<file path="src/hdl/sdl_pkg.sv">
// Purpose: shared constants and types for the sigma-delta loop control block
// Assumes: 200 MHz core_clk acts as the 4x symbol-rate sample clock
// Notes: register map uses word indices on the plain register port
package sdl_pkg;

	localparam int ADDR_W    = 6;
	localparam int DATA_W    = 16;
	localparam int SAMPLE_W  = 10;
	localparam int ACC_W     = 16;

	// Register indices
	localparam logic [5:0] REG_CTRL        = 6'h00;
	localparam logic [5:0] REG_TIM_BW      = 6'h01;
	localparam logic [5:0] REG_GAIN_BW     = 6'h02;
	localparam logic [5:0] REG_CAR_BW      = 6'h03;
	localparam logic [5:0] REG_TIM_RATE    = 6'h04;
	localparam logic [5:0] REG_GAIN_RATE   = 6'h05;
	localparam logic [5:0] REG_CAR_RATE    = 6'h06;
	localparam logic [5:0] REG_TIM_SDRATE  = 6'h07;
	localparam logic [5:0] REG_GAIN_SDRATE = 6'h08;
	localparam logic [5:0] REG_CAR_SDRATE  = 6'h09;
	localparam logic [5:0] REG_OSC_PRESET  = 6'h0a;
	localparam logic [5:0] REG_OSC_UPPER   = 6'h0b;
	localparam logic [5:0] REG_OSC_LOWER   = 6'h0c;
	localparam logic [5:0] REG_TIM_THRESH  = 6'h0d;
	localparam logic [5:0] REG_CAR_THRESH  = 6'h0e;
	localparam logic [5:0] REG_ERR_THRESH  = 6'h0f;
	localparam logic [5:0] REG_CTAP_GAIN   = 6'h10;
	localparam logic [5:0] REG_LPF_COEF    = 6'h11;
	localparam logic [5:0] REG_EQ_TAP      = 6'h12;
	localparam logic [5:0] REG_STAT_OSC    = 6'h20;
	localparam logic [5:0] REG_STAT_GAIN   = 6'h21;
	localparam logic [5:0] REG_STAT_VAR    = 6'h22;
	localparam logic [5:0] REG_STAT_TIM    = 6'h23;
	localparam logic [5:0] REG_STAT_LOCK   = 6'h24;
	localparam logic [5:0] REG_STAT_STRAP  = 6'h25;

	// Control register fields
	localparam int CTRL_EQMODE_LSB = 0;
	localparam int CTRL_SWRST_BIT  = 2;

	// Reset values
	localparam logic [15:0] RST_BW      = 16'h0010;
	localparam logic [15:0] RST_RATE    = 16'h0000;
	localparam logic [15:0] RST_PRESET  = 16'h0000;
	localparam logic [15:0] RST_UPPER   = 16'h7fff;
	localparam logic [15:0] RST_LOWER   = 16'h8000;
	localparam logic [15:0] RST_THRESH  = 16'h0100;
	localparam logic [15:0] RST_CTAP    = 16'h4000;
	localparam logic [15:0] RST_ZERO    = 16'h0000;
	localparam int          LOCK_COUNT  = 16;

	typedef enum {EqLoadAdapt, EqLoadFreeze, EqAdapt, EqFreeze} eqMode_t;

	typedef struct packed {
		logic [SAMPLE_W-1:0] inPhase;
		logic [SAMPLE_W-1:0] quad;
	} sample_t;

	typedef struct packed {
		logic channelSwap;
		logic sampleFormat;
		logic symbolEdge;
		logic testBypass;
	} straps_t;

	typedef struct packed {
		logic [DATA_W-1:0] bandwidth;
		logic [DATA_W-1:0] loopRate;
		logic [DATA_W-1:0] sdRate;
	} loopCfg_t;

	// Signed saturating add used by every loop integrator
	function automatic logic [15:0] sat_add(input logic [15:0] a, input logic [15:0] b);
		logic [16:0] s;
		s = {a[15], a} + {b[15], b};
		if (s[16] != s[15])
			sat_add = s[16] ? 16'h8000 : 16'h7fff;
		else
			sat_add = s[15:0];
	endfunction

endpackage

</file>
<file path="src/hdl/rate_divider.sv">
// Purpose: programmable tick generator for loop and converter update rates
// Assumes: divide value 0 gives a tick every cycle (full 4x rate)
// Notes: tick is one cycle wide
`timescale 1ns/1ps
module rate_divider import sdl_pkg::*; #(
	parameter int W = 16
) (
	input  wire logic         core_clk,
	input  wire logic         srst,
	input  wire logic         clkEn,
	input  wire logic [W-1:0] divide,
	output logic              tick
);
	logic [W-1:0] count_q;
	wire          wrap = (count_q >= divide);

	always_ff @(posedge core_clk) begin
		if (srst) begin
			count_q <= '0;
		end else if (clkEn) begin
			count_q <= wrap ? '0 : count_q + 1'b1;
		end
	end

	assign tick = clkEn & wrap;
endmodule

</file>
<file path="src/hdl/sigma_delta_mod.sv">
// Purpose: first-order digital sigma-delta converter to one output bit
// Assumes: signed two's complement input word
// Notes: bit held between update ticks
`timescale 1ns/1ps
module sigma_delta_mod import sdl_pkg::*; #(
	parameter int W = ACC_W
) (
	input  wire logic         core_clk,
	input  wire logic         srst,
	input  wire logic         clkEn,
	input  wire logic         update,
	input  wire logic [W-1:0] level,
	output logic              bitOut
);
	logic [W-1:0] acc_q;
	// Offset to unsigned so the carry is the density of the level
	wire  [W:0]   sum = {1'b0, acc_q} + {1'b0, ~level[W-1], level[W-2:0]};

	always_ff @(posedge core_clk) begin
		if (srst) begin
			acc_q  <= '0;
			bitOut <= 1'b0;
		end else if (clkEn && update) begin
			acc_q  <= sum[W-1:0];
			bitOut <= sum[W];
		end
	end
endmodule

</file>
<file path="src/hdl/sigma_delta_loop_control.sv">
// Purpose: loop-control side of the demodulator: three one-bit loop outputs,
//          straps, host registers, status values and lock indicators
// Assumes: core_clk is the 4x symbol-rate sample clock; straps static
// Notes: loop error inputs come from the demodulator datapath
//
// The implementer's own choices: the plain strobed port and the address map.
`timescale 1ns/1ps
module sigma_delta_loop_control import sdl_pkg::*; #(
	parameter int LOCK_CNT = LOCK_COUNT
) (
	input  wire logic                core_clk,
	input  wire logic                srst,
	input  wire logic                clkEn,
	input  wire logic                power_on_reset_n,
	// Straps and converter samples (off-domain, synchronised)
	input  wire straps_t             strapPins,
	input  wire sample_t             sampleIn,
	// Loop errors and metrics from the datapath
	input  wire logic [DATA_W-1:0]   timingError,
	input  wire logic [DATA_W-1:0]   gainError,
	input  wire logic [DATA_W-1:0]   carrierError,
	input  wire logic [DATA_W-1:0]   varianceIn,
	input  wire logic [DATA_W-1:0]   symbolErrorIn,
	input  wire logic                eqLockIn,
	// Register port
	input  wire logic [ADDR_W-1:0]   regAddr,
	input  wire logic [DATA_W-1:0]   regWrData,
	input  wire logic                regWrite,
	input  wire logic                regRead,
	output logic      [DATA_W-1:0]   regRdData,
	// Outputs
	output logic                     timing_loop_bit_out,
	output logic                     gain_loop_bit_out,
	output logic                     carrier_loop_bit_out,
	output logic                     converter_clock_out,
	output logic                     symbol_edge_select_pin,
	output logic                     demod_lock_out,
	output logic                     timing_lock_out,
	output sample_t                  sampleOut,
	output logic                     bypassOut,
	output logic      [1:0]          eqModeOut
);
	// ------------------------------------------------------------------
	// Reset: pin, software reset bit, and sync reset merged
	// ------------------------------------------------------------------
	logic porMeta_q, porSync_q, swReset_q;
	logic [3:0] strapMeta_q, strapSync_q;
	sample_t sampleMeta_q, sampleSync_q;
	wire  fullReset = srst | ~porSync_q | swReset_q;

	always_ff @(posedge core_clk) begin
		if (srst) begin
			porMeta_q <= 1'b0;
			porSync_q <= 1'b0;
		end else if (clkEn) begin
			porMeta_q <= power_on_reset_n;
			porSync_q <= porMeta_q;
		end
	end

	// ------------------------------------------------------------------
	// Strap and sample synchronisers
	// ------------------------------------------------------------------
	always_ff @(posedge core_clk) begin
		if (srst) begin
			strapMeta_q  <= '0;
			strapSync_q  <= '0;
			sampleMeta_q <= '0;
			sampleSync_q <= '0;
		end else if (clkEn) begin
			strapMeta_q  <= strapPins;
			strapSync_q  <= strapMeta_q;
			sampleMeta_q <= sampleIn;
			sampleSync_q <= sampleMeta_q;
		end
	end

	straps_t straps;
	assign straps = strapSync_q;

	// Offset binary becomes two's complement by flipping the sign bit
	wire [SAMPLE_W-1:0] iConv = straps.sampleFormat ?
		{~sampleSync_q.inPhase[SAMPLE_W-1], sampleSync_q.inPhase[SAMPLE_W-2:0]} : sampleSync_q.inPhase;
	wire [SAMPLE_W-1:0] qConv = straps.sampleFormat ?
		{~sampleSync_q.quad[SAMPLE_W-1], sampleSync_q.quad[SAMPLE_W-2:0]} : sampleSync_q.quad;
	sample_t sampleRouted;
	assign sampleRouted.inPhase = straps.channelSwap ? qConv : iConv;
	assign sampleRouted.quad    = straps.channelSwap ? iConv : qConv;

	// ------------------------------------------------------------------
	// Host registers
	// ------------------------------------------------------------------
	loopCfg_t timCfg_q, gainCfg_q, carCfg_q;
	logic [DATA_W-1:0] oscPreset_q, oscUpper_q, oscLower_q;
	logic [DATA_W-1:0] timThresh_q, carThresh_q, errThresh_q;
	logic [DATA_W-1:0] ctapGain_q, lpfCoef_q, eqTap_q;
	logic [1:0]        eqMode_q;

	wire wrEn = clkEn & regWrite;

	always_ff @(posedge core_clk) begin
		if (fullReset) begin
			timCfg_q    <= '{RST_BW, RST_RATE, RST_RATE};
			gainCfg_q   <= '{RST_BW, RST_RATE, RST_RATE};
			carCfg_q    <= '{RST_BW, RST_RATE, RST_RATE};
			oscPreset_q <= RST_PRESET;
			oscUpper_q  <= RST_UPPER;
			oscLower_q  <= RST_LOWER;
			timThresh_q <= RST_THRESH;
			carThresh_q <= RST_THRESH;
			errThresh_q <= RST_THRESH;
			ctapGain_q  <= RST_CTAP;
			lpfCoef_q   <= RST_ZERO;
			eqTap_q     <= RST_ZERO;
			eqMode_q    <= 2'(EqLoadAdapt);
		end else if (wrEn) begin
			case (regAddr)
				REG_CTRL:        eqMode_q              <= regWrData[CTRL_EQMODE_LSB +: 2];
				REG_TIM_BW:      timCfg_q.bandwidth    <= regWrData;
				REG_GAIN_BW:     gainCfg_q.bandwidth   <= regWrData;
				REG_CAR_BW:      carCfg_q.bandwidth    <= regWrData;
				REG_TIM_RATE:    timCfg_q.loopRate     <= regWrData;
				REG_GAIN_RATE:   gainCfg_q.loopRate    <= regWrData;
				REG_CAR_RATE:    carCfg_q.loopRate     <= regWrData;
				REG_TIM_SDRATE:  timCfg_q.sdRate       <= regWrData;
				REG_GAIN_SDRATE: gainCfg_q.sdRate      <= regWrData;
				REG_CAR_SDRATE:  carCfg_q.sdRate       <= regWrData;
				REG_OSC_PRESET:  oscPreset_q           <= regWrData;
				REG_OSC_UPPER:   oscUpper_q            <= regWrData;
				REG_OSC_LOWER:   oscLower_q            <= regWrData;
				REG_TIM_THRESH:  timThresh_q           <= regWrData;
				REG_CAR_THRESH:  carThresh_q           <= regWrData;
				REG_ERR_THRESH:  errThresh_q           <= regWrData;
				REG_CTAP_GAIN:   ctapGain_q            <= regWrData;
				REG_LPF_COEF:    lpfCoef_q             <= regWrData;
				REG_EQ_TAP:      eqTap_q               <= regWrData;
				default: ;
			endcase
		end
	end

	// Software reset self-clears after one cycle of full reset
	always_ff @(posedge core_clk) begin
		if (srst || swReset_q) begin
			swReset_q <= 1'b0;
		end else if (wrEn && regAddr == REG_CTRL) begin
			swReset_q <= regWrData[CTRL_SWRST_BIT];
		end
	end

	// ------------------------------------------------------------------
	// Loop integrators with per-loop bandwidth shift and rate
	// ------------------------------------------------------------------
	logic [DATA_W-1:0] timInt_q, gainInt_q, oscFreq_q;
	logic timTick, gainTick, carTick, timSdTick, gainSdTick, carSdTick;

	rate_divider u_timRate  (.core_clk(core_clk), .srst(fullReset), .clkEn(clkEn),
		.divide(timCfg_q.loopRate), .tick(timTick));
	rate_divider u_gainRate (.core_clk(core_clk), .srst(fullReset), .clkEn(clkEn),
		.divide(gainCfg_q.loopRate), .tick(gainTick));
	rate_divider u_carRate  (.core_clk(core_clk), .srst(fullReset), .clkEn(clkEn),
		.divide(carCfg_q.loopRate), .tick(carTick));
	rate_divider u_timSd    (.core_clk(core_clk), .srst(fullReset), .clkEn(clkEn),
		.divide(timCfg_q.sdRate), .tick(timSdTick));
	rate_divider u_gainSd   (.core_clk(core_clk), .srst(fullReset), .clkEn(clkEn),
		.divide(gainCfg_q.sdRate), .tick(gainSdTick));
	rate_divider u_carSd    (.core_clk(core_clk), .srst(fullReset), .clkEn(clkEn),
		.divide(carCfg_q.sdRate), .tick(carSdTick));

	// Bandwidth is a right-shift of the error; low 4 bits used
	wire [DATA_W-1:0] timStep  = DATA_W'($signed(timingError)  >>> timCfg_q.bandwidth[3:0]);
	wire [DATA_W-1:0] gainStep = DATA_W'($signed(gainError)    >>> gainCfg_q.bandwidth[3:0]);
	wire [DATA_W-1:0] carStep  = DATA_W'($signed(carrierError) >>> carCfg_q.bandwidth[3:0]);
	wire [DATA_W-1:0] oscSum   = sat_add(oscFreq_q, carStep);
	// Clamp keeps the oscillator inside the host window during tracking
	wire [DATA_W-1:0] oscNext  = ($signed(oscSum) > $signed(oscUpper_q)) ? oscUpper_q :
		(($signed(oscSum) < $signed(oscLower_q)) ? oscLower_q : oscSum);
	wire oscHold = (eqMode_q == 2'(EqFreeze)) & straps.testBypass;

	always_ff @(posedge core_clk) begin
		if (fullReset) begin
			timInt_q  <= RST_ZERO;
			gainInt_q <= RST_ZERO;
			oscFreq_q <= RST_PRESET;
		end else if (clkEn) begin
			if (timTick)
				timInt_q <= sat_add(timInt_q, timStep);
			if (gainTick)
				gainInt_q <= sat_add(gainInt_q, gainStep);
			if (wrEn && regAddr == REG_OSC_PRESET)
				oscFreq_q <= regWrData;
			else if (carTick && !oscHold)
				oscFreq_q <= oscNext;
		end
	end

	sigma_delta_mod u_timSdm (.core_clk(core_clk), .srst(fullReset), .clkEn(clkEn),
		.update(timSdTick), .level(timInt_q), .bitOut(timing_loop_bit_out));
	sigma_delta_mod u_gainSdm (.core_clk(core_clk), .srst(fullReset), .clkEn(clkEn),
		.update(gainSdTick), .level(gainInt_q), .bitOut(gain_loop_bit_out));
	sigma_delta_mod u_carSdm (.core_clk(core_clk), .srst(fullReset), .clkEn(clkEn),
		.update(carSdTick), .level(oscFreq_q), .bitOut(carrier_loop_bit_out));

	// ------------------------------------------------------------------
	// Lock detection
	// ------------------------------------------------------------------
	function automatic logic [DATA_W-1:0] magnitude(input logic [DATA_W-1:0] v);
		magnitude = v[DATA_W-1] ? DATA_W'(-v) : v;
	endfunction

	wire carLockNow = varianceIn < carThresh_q;
	wire timLockNow = magnitude(timInt_q) < timThresh_q;
	wire errLowNow  = symbolErrorIn < errThresh_q;
	logic [7:0] errCount_q;
	wire errSteady  = errCount_q >= 8'(LOCK_CNT);

	always_ff @(posedge core_clk) begin
		if (fullReset) begin
			errCount_q <= '0;
		end else if (clkEn) begin
			if (!errLowNow)
				errCount_q <= '0;
			else if (!errSteady)
				errCount_q <= errCount_q + 8'h01;
		end
	end

	// ------------------------------------------------------------------
	// Output flops
	// ------------------------------------------------------------------
	always_ff @(posedge core_clk) begin
		if (fullReset) begin
			converter_clock_out    <= 1'b0;
			symbol_edge_select_pin <= 1'b0;
			demod_lock_out         <= 1'b0;
			timing_lock_out        <= 1'b0;
			sampleOut              <= '0;
			bypassOut              <= 1'b0;
			eqModeOut              <= 2'(EqLoadAdapt);
		end else if (clkEn) begin
			converter_clock_out    <= ~converter_clock_out;
			symbol_edge_select_pin <= straps.symbolEdge;
			demod_lock_out         <= carLockNow & eqLockIn & errSteady;
			timing_lock_out        <= timLockNow;
			sampleOut              <= sampleRouted;
			bypassOut              <= straps.testBypass;
			eqModeOut              <= eqMode_q;
		end
	end

	// ------------------------------------------------------------------
	// Read path: data one cycle after the read strobe
	// ------------------------------------------------------------------
	logic [DATA_W-1:0] rdMux;
	always_comb begin
		case (regAddr)
			REG_CTRL:        rdMux = {14'h0000, eqMode_q};
			REG_TIM_BW:      rdMux = timCfg_q.bandwidth;
			REG_GAIN_BW:     rdMux = gainCfg_q.bandwidth;
			REG_CAR_BW:      rdMux = carCfg_q.bandwidth;
			REG_TIM_RATE:    rdMux = timCfg_q.loopRate;
			REG_GAIN_RATE:   rdMux = gainCfg_q.loopRate;
			REG_CAR_RATE:    rdMux = carCfg_q.loopRate;
			REG_TIM_SDRATE:  rdMux = timCfg_q.sdRate;
			REG_GAIN_SDRATE: rdMux = gainCfg_q.sdRate;
			REG_CAR_SDRATE:  rdMux = carCfg_q.sdRate;
			REG_OSC_PRESET:  rdMux = oscPreset_q;
			REG_OSC_UPPER:   rdMux = oscUpper_q;
			REG_OSC_LOWER:   rdMux = oscLower_q;
			REG_TIM_THRESH:  rdMux = timThresh_q;
			REG_CAR_THRESH:  rdMux = carThresh_q;
			REG_ERR_THRESH:  rdMux = errThresh_q;
			REG_CTAP_GAIN:   rdMux = ctapGain_q;
			REG_LPF_COEF:    rdMux = lpfCoef_q;
			REG_EQ_TAP:      rdMux = eqTap_q;
			REG_STAT_OSC:    rdMux = oscFreq_q;
			REG_STAT_GAIN:   rdMux = gainInt_q;
			REG_STAT_VAR:    rdMux = varianceIn;
			REG_STAT_TIM:    rdMux = timInt_q;
			REG_STAT_LOCK:   rdMux = {13'h0000, errSteady, timLockNow, carLockNow};
			REG_STAT_STRAP:  rdMux = {12'h000, straps};
			default:         rdMux = 16'h0000;
		endcase
	end

	always_ff @(posedge core_clk) begin
		if (fullReset) begin
			regRdData <= '0;
		end else if (clkEn) begin
			regRdData <= regRead ? rdMux : 16'h0000;
		end
	end
endmodule

</file>
<file path="config.mk">
export PLATFORM = sky130hd
export DESIGN_NAME = sigma_delta_loop_control
export DESIGN_NICKNAME = d
export VERILOG_FILES = /design/src/hdl/sdl_pkg.sv /design/src/hdl/rate_divider.sv /design/src/hdl/sigma_delta_mod.sv /design/src/hdl/sigma_delta_loop_control.sv
export SDC_FILE = /design/constraint.sdc
export NUM_CORES = 2
export LEC_CHECK = 0
export BUFFER_PORTS_ARGS = -buffer_cell sky130_fd_sc_hd__buf_2
export CAP_MARGIN = 20
export CORE_ASPECT_RATIO = 0.7
export CORE_MARGIN = 2
export CORE_UTILIZATION = 35
export CTS_BUF_LIST = sky130_fd_sc_hd__clkbuf_4
export CTS_CLUSTER_DIAMETER = 120
export CTS_CLUSTER_SIZE = 12
export DETAILED_ROUTE_END_ITERATION = 8
export PLACE_DENSITY = 0.6
export SYNTH_ARGS = -nofsm -noshare
export SYNTH_HDL_FRONTEND = slang
export SYNTH_SLANG_ARGS = --single-unit
</file>
<file path="constraint.sdc">
create_clock -name core_clk -period 9.7 [get_ports core_clk]
set_clock_uncertainty 0.2 [all_clocks]
set_input_delay 2.425 -clock core_clk [delete_from_list [all_inputs] [get_ports core_clk]]
set_output_delay 2.425 -clock core_clk [all_outputs]
set_load 0.01 [all_outputs]
</file>
# Word-level counts from Yosys, hierarchy flattened
# Cells that the tools add are included.
[totals] word_cells=188 inputBits=133 output_inout_bits=46 ff_bits=587
[classes] eq_ne=29 bitwise=19 order_cmp=12 shifts=3 n_addsub=14 mux=25 reduce_logical=33
[ops] op="one-hot mux 16 bit (25 select lines)" count=1
[ops] op="2-to-1 mux 16 bit" count=18
[ops] op="adder 16 x 16 -> 17 bit" count=6
[ops] op="adder 16 x 1 -> 16 bit (second input constant)" count=6
[ops] op=">= comparator 16 bit" count=6
[ops] op="less-than comparator 16 bit" count=4
[ops] op="== test 6 x 4 -> 1 bit (second input constant)" count=8
[ops] op=">>> shifter 16 x 4 -> 16 bit" count=3
[ops] op="AND reduction 2 bit" count=23
[ops] op="2-to-1 mux 10 bit" count=4
[ops] op="== test 6 bit (second input constant)" count=6
[ops] op="== test 6 x 3 -> 1 bit (second input constant)" count=4
[ops] op="== test 6 x 5 -> 1 bit (second input constant)" count=3
[ops] op="> comparator 16 bit" count=1
[ops] op="2-to-1 mux 8 bit" count=2
[ops] op="negation 16 bit" count=1
[ops] op="== test 6 x 2 -> 1 bit (second input constant)" count=2
[ops] op="bitwise AND 1 bit" count=10
[ops] op="adder 8 x 1 -> 8 bit (second input constant)" count=1
[ops] op=">= comparator 8 x 5 -> 1 bit (second input constant)" count=1
[ops] op="inverter 1 bit" count=7
[ops] op="== test 6 x 1 -> 1 bit (second input constant)" count=1
[ops] op="logical AND 1 bit" count=6
[ops] op="logical NOT 6 bit" count=1
[ops] op="other kinds (7)" count=10

# Logic depth before layout (Yosys ltp)
[logic_depth] depth_word=9 ltp_mapped=33 depth_no_buf=27

# Cells and area by module
# Synthesis repeated with hierarchy kept, for this count alone.
[hier_totals] cells_unflattened=4555 area_unflattened_um2=35746.8
[modules_own_cells] mod="sigma_delta_loop_control" cells_per_inst=3160 area_per_inst_um2=24589.8 n_inst=1
[modules_own_cells] mod="rate_divider" cells_per_inst=143 area_per_inst_um2=1159.9 n_inst=6
[modules_own_cells] mod="sigma_delta_mod at u_carSdm ..." cells_per_inst=179 area_per_inst_um2=1388.8 n_inst=2
[modules_own_cells] mod="sigma_delta_mod at u_timSdm" cells_per_inst=179 area_per_inst_um2=1420.1 n_inst=1

# Worst setup path after synthesis
# No wires, ideal clock.
[synth_timing] path_type="input port to flip-flop" startpoint="input carrierError[15]" endpoint="register oscFreq_q[13]" required_ps=9443 slack_ps=1331 cell_stages=28 arrival_ps=8111 cell_sequence="mux2_2 nor2_1 a21oi_1 mux2_2 nand2_1 o21ai_0 ha_1 fa_1 a211oi_1 o21ai_1 a2111o_1 and3_4 o21ai_0 ha_1 clkbuf_1 clkbuf_1 o21ai_0 ha_1 o21ai_0 o21bai_1 a21o_1 a221oi_1 a21boi_0 or2_2 clkbuf_1 clkbuf_1 nor3_1 a31o_2"
[synth_between] elab_chain_len=9 word_cells_on_any_way=11
[synth_lines] element="start, declared" line_no="sigma_delta_loop_control.sv:21" text="input wire logic [DATA_W-1:0] carrierError,"
[synth_lines] element=">>> shifter 16 x 4 -> 16 bit (*)" line_no="sigma_delta_loop_control.sv:173" text="wire [DATA_W-1:0] carStep = DATA_W'($signed(carrierError) >>> carCfg_q.bandwidth[3:0]);"
[synth_lines] element="adder 16 x 16 -> 17 bit (*)" line_no="sdl_pkg.sv:76" text="s = {a[15], a} + {b[15], b};"
[synth_lines] element="2-to-1 mux 16 bit or inequality test 1 bit (tied branches)" line_no="sdl_pkg.sv:78, sdl_pkg.sv:77"
[synth_lines] element="2-to-1 mux 16 bit (*)" line_no="sdl_pkg.sv:77" text="if (s[16] != s[15])"
[synth_lines] element="less-than comparator 16 bit" line_no="sigma_delta_loop_control.sv:177" text="(($signed(oscSum) < $signed(oscLower_q)) ? oscLower_q : oscSum);"
[synth_lines] element="2-to-1 mux 16 bit" line_no="sigma_delta_loop_control.sv:177"
[synth_lines] element="2-to-1 mux 16 bit (*)" line_no="sigma_delta_loop_control.sv:176" text="wire [DATA_W-1:0] oscNext = ($signed(oscSum) > $signed(oscUpper_q)) ? oscUpper_q :"
[synth_lines] element="2-to-1 mux 16 bit (*)" line_no="sigma_delta_loop_control.sv:192" text="else if (carTick && !oscHold)"
[synth_lines] element="2-to-1 mux 16 bit (*)" line_no="sigma_delta_loop_control.sv:190" text="if (wrEn && regAddr == REG_OSC_PRESET)"
[synth_lines] element="end signal, assigned" line_no="sigma_delta_loop_control.sv:191" text="oscFreq_q <= regWrData;"
[synth_lines] element="end signal, assigned" line_no="sigma_delta_loop_control.sv:193" text="oscFreq_q <= oscNext;"
[synth_lines] element="end, declared" line_no="sigma_delta_loop_control.sv:154" text="logic [DATA_W-1:0] timInt_q, gainInt_q, oscFreq_q;"
# Every way passes the cells marked *; elsewhere a longest branch is shown, timed or not. The select of a mux whose other input is x is not followed.
# A chain may end at the register's enable or synchronous reset.

# Worst setup path after layout
[layout_timing] startpoint="input carrierError[15]" endpoint="register oscFreq_q[1]"
# Same word-level chain as after synthesis.

==> results.md <==
| Parameter | This run |
|:---|:---|
| Proportion of synthesized chip area in sequential cells | 33.6% |
| Post-CTS repair timing setup buffer count | 0 |
| Violations in the final reports | design-rule violations |
| RSZ-0062 raised after global routing | no |
| Final hold viol count | 0 |
| Type of the setup path with the least slack | in -> reg |
| Most common cell type on the critical path | nand2_1 |
| Post-synth top area share | 33.6% |
| Post-Synthesis Cells | 4417 |
| Io pins | 179 |
| TritonCTS clock tree | done |
| DIE WIDTH | 382 um |
| Non-Filler Instances | 5794 |
| Leading cell types by total area after synthesis | dfxtp_1 34%, ha_1 10%, nand2_1 8.2%, a21oi_1 6.5%, mux2i_1 4.5% |
| Asr flop ratio synth | 0% |
| Class of the most critical hold timing path | reg -> reg |
| Post-Synthesis Cell Area | 35000 um2 |
| Sum of routed wire length over all layers | 133000 um |
| Count of hold-fix buffers inserted at cts | 0 |
| Final worst-path cycle share | 83.2% |
| Leakage | 13.7 nW |
| Maximum vdd drop | 0.0811 mV |
| Relative slew margins | 13.9% |
| Final routed wire length divided by cell count | 22.9 um |
| Timing startpoint of the critical path | carrierError[15] |
| Total global routing track utilization | 24.9% |
| Total half-perimeter wirelength after legalization and detailed placement | 96900 um |
| Synthesis-stage register bit count | 587 |
| GRT overflow | 0 |
| TritonCTS Buffers | 54 |
| # rows | 97 |
| Critical path startpoint category | input port |
| Yosys warning total | 0 |
| Die extent in y | 269 um |
| Number of instances resized during post-cts repair | 0 |
| Number of DRC markers in iteration 0 | 4452 |
| Post-synth top flop | dfxtp_1 |
| Initial DRT Pass Iterations | 9 |
| Stage delay of the slowest cell on the critical path | 0.72 ns |
| Floorplan core area | 99600 um2 |
| Setup tns final | 0 ns |
| EDFF count, synth | 0 |
| Count of pins over their slew limit | 0 |
| Syn_nets | 4835 |
| Worst path required time | 10.42 ns |
| Number of buffers on the longest clock path | 3 |
| MaxCap Viol Count | 0 |
| Timing-limited maximum frequency | 124 MHz |
| Via Count | 33000 |
| Antenna violations before repair | 13 |
| Power per standard cell area | 108 nW/um2 |
| Count of nets after finishing | 4868 |
| Number of distinct standard cells referenced by the synthesized netlist | 89 |
| Number of placed instances, taps included | 5727 |
| Run status | complete, but fails checks |
| Average cell area after synthesis | 7.93 um2 |
| Residual DRC | 6 |
| Cell accounting for the most synthesized area | dfxtp_1 |
| Worst-path maximum fanout | 19 |
| Effective utilization at floorplan | 35.1% |
| Clk pin slew, worst setup/hold paths | 0.14 ns |
| Antenna violation net count after detailed routing | 0 |
| Core utilization of the finished layout | 37.6% |
| Die footprint | 103000 um2 |
| Root buffer cell | clkbuf_4 |
| Slowest-stage cell, CP | o31ai_1 |
| Actual transition at the worst max-transition pin | 1.29 ns |
| Fraction of layout instances using a drive strength above 1 | 8.18% |
| Commonest cells post-synth | 761 x nand2_1, 587 x dfxtp_1, 452 x a21oi_1, 407 x nor2_1, 279 x ha_1 |
| Launching point of the worst reg2reg path | carCfg_q[33] |
| Most instantiated library cell after synthesis | nand2_1 |
| Final RePlAce weighted congestion | 1.03 |
| Period minus WS final | 8.07 ns |
| Global-route wire length before repair | 195000 um |
| Sink count of the clock tree | 587 |
| Per-cell via count in the routed design | 5.69 |
| Skew-Pair Late Insertion Delay | 0.97 ns |
| Layout overhead on the synthesized area | 7.16% |
| Min-delay src | errCount_q[5] |
| Number of H-tree branching levels | 2 |
| Count of endpoints failing setup in the final report | 0 |
| Endpoint arrival time on the critical path | 8.79 ns |
| Number of global-route vias before repair | 29200 |
| Largest net degree at the start of global routing | 147 |
| Count of port buffers added during placement | 178 |
| Critical path capture point type | flop |
routing by layer:
| layer | track usage (%) | routed length [um] | part of all wire (%) | vias up |
|---|---|---|---|---|
| met5 | 0 | 187 | 0.14 | - |
| met4 | 7.59 | 4860 | 3.7 | 8 |
| met3 | 7.90 | 16900 | 13 | 312 |
| met2 | 33.6 | 50000 | 38 | 1591 |
| met1 | 37.0 | 60800 | 46 | 15500 |
| li1 | - | - | - | 15500 |
where the power goes:
group | internal [mW] | switching (mW)
clock network | 0.287 | 0.862
logic | 0.158 | 0.306
registers | 2.42 | 0.0148
total | 2.87 | 1.18
logic make-up after synthesis:
group	count (synthesis)	share of synthesized area, %
AO/OA/AOI/OAI	1124	20.4
XOR/XNOR	186	4.68
flip-flops	587	33.6
AND/OR/NAND/NOR	1526	19.0
buffers and inverters	490	5.42
multiplexers	194	5.90
adder cells (fa/ha/maj)	310	11.0
layout by cell type, fill, tap and decap left out, types with 26 or more instances in the layout:
| cell | netlist | final |
|---|---|---|
| nand2_1 | 761 | 760 |
| dfxtp_1 | 587 | 587 |
| a21oi_1 | 452 | 452 |
| nor2_1 | 407 | 406 |
| ha_1 | 279 | 279 |
| inv_1 | 225 | 225 |
| buf_2 | 34 | 177 |
| mux2i_1 | 158 | 158 |
| o21ai_0 | 154 | 154 |
| xor2_1 | 100 | 100 |
| xnor2_1 | 85 | 85 |
| nand3_1 | 76 | 76 |
| a22oi_1 | 70 | 70 |
| a211oi_1 | 65 | 65 |
| a22o_1 | 56 | 56 |
| a221oi_1 | 56 | 56 |
| clkbuf_4 | 0 | 55 |
| buf_4 | 2 | 55 |
| a21o_1 | 47 | 47 |
| nand4_1 | 43 | 43 |
| o21a_1 | 36 | 36 |
| nand2b_1 | 35 | 35 |
| nor3_1 | 33 | 33 |
| and3_1 | 33 | 33 |
| mux2_2 | 28 | 28 |
| a31oi_1 | 28 | 28 |
| o211ai_1 | 26 | 26 |
worst paths after layout:
path	to	depth (start not counted)	slack [ns]
max	oscFreq_q[1]	27	1.63
min	errCount_q[5]	2	0.25
max reg2reg	oscFreq_q[1]	25	2.06
min reg2reg	errCount_q[5]	2	0.25
state kept, by name, indices dropped and copies added (netlist names), 20 cells and up:
register and count:
sampleOut 20, sampleSync_q 20, gainCfg_q 48, timCfg_q 48, carCfg_q 48, sampleMeta_q 20
final cells by class:
cell class	instances	area [um2]
fill	10300	62100
multi-input combinational	3340	21400
sequential	587	11800
tap	1336	1670
timing repair buffer	238	1400
inverter	229	860
clock buffer	55	413
clock inverter	1	30.0
antenna	8	20.0
critical path, delay by kind of cell:
family                   cells  cell delay (ns)
AO/OA/AOI/OAI               11             3.08
adder cells (fa/ha/maj)      4             1.34
buffers and inverters        3             0.67
AND/OR/NAND/NOR              7             0.66
multiplexers                 2             0.60
metrics by stage:
stage / instance area, um2 / setup slack [ns] / total power [mW] / hold WS (ns)
floorplan: 35000 / 1.33 / 2.77 / 0.217
global placement: 37000 / 0.784 / 2.94 / 0.228
detailed placement: 37000 / 0.737 / 2.94 / 0.232
CTS: 37500 / 1.76 / 4.06 / 0.251
global route: 37500 / 1.06 / 4.19 / 0.282
finish: 37500 / 1.63 / 4.05 / 0.250
Note: power is estimated with default switching activity, not from simulation.
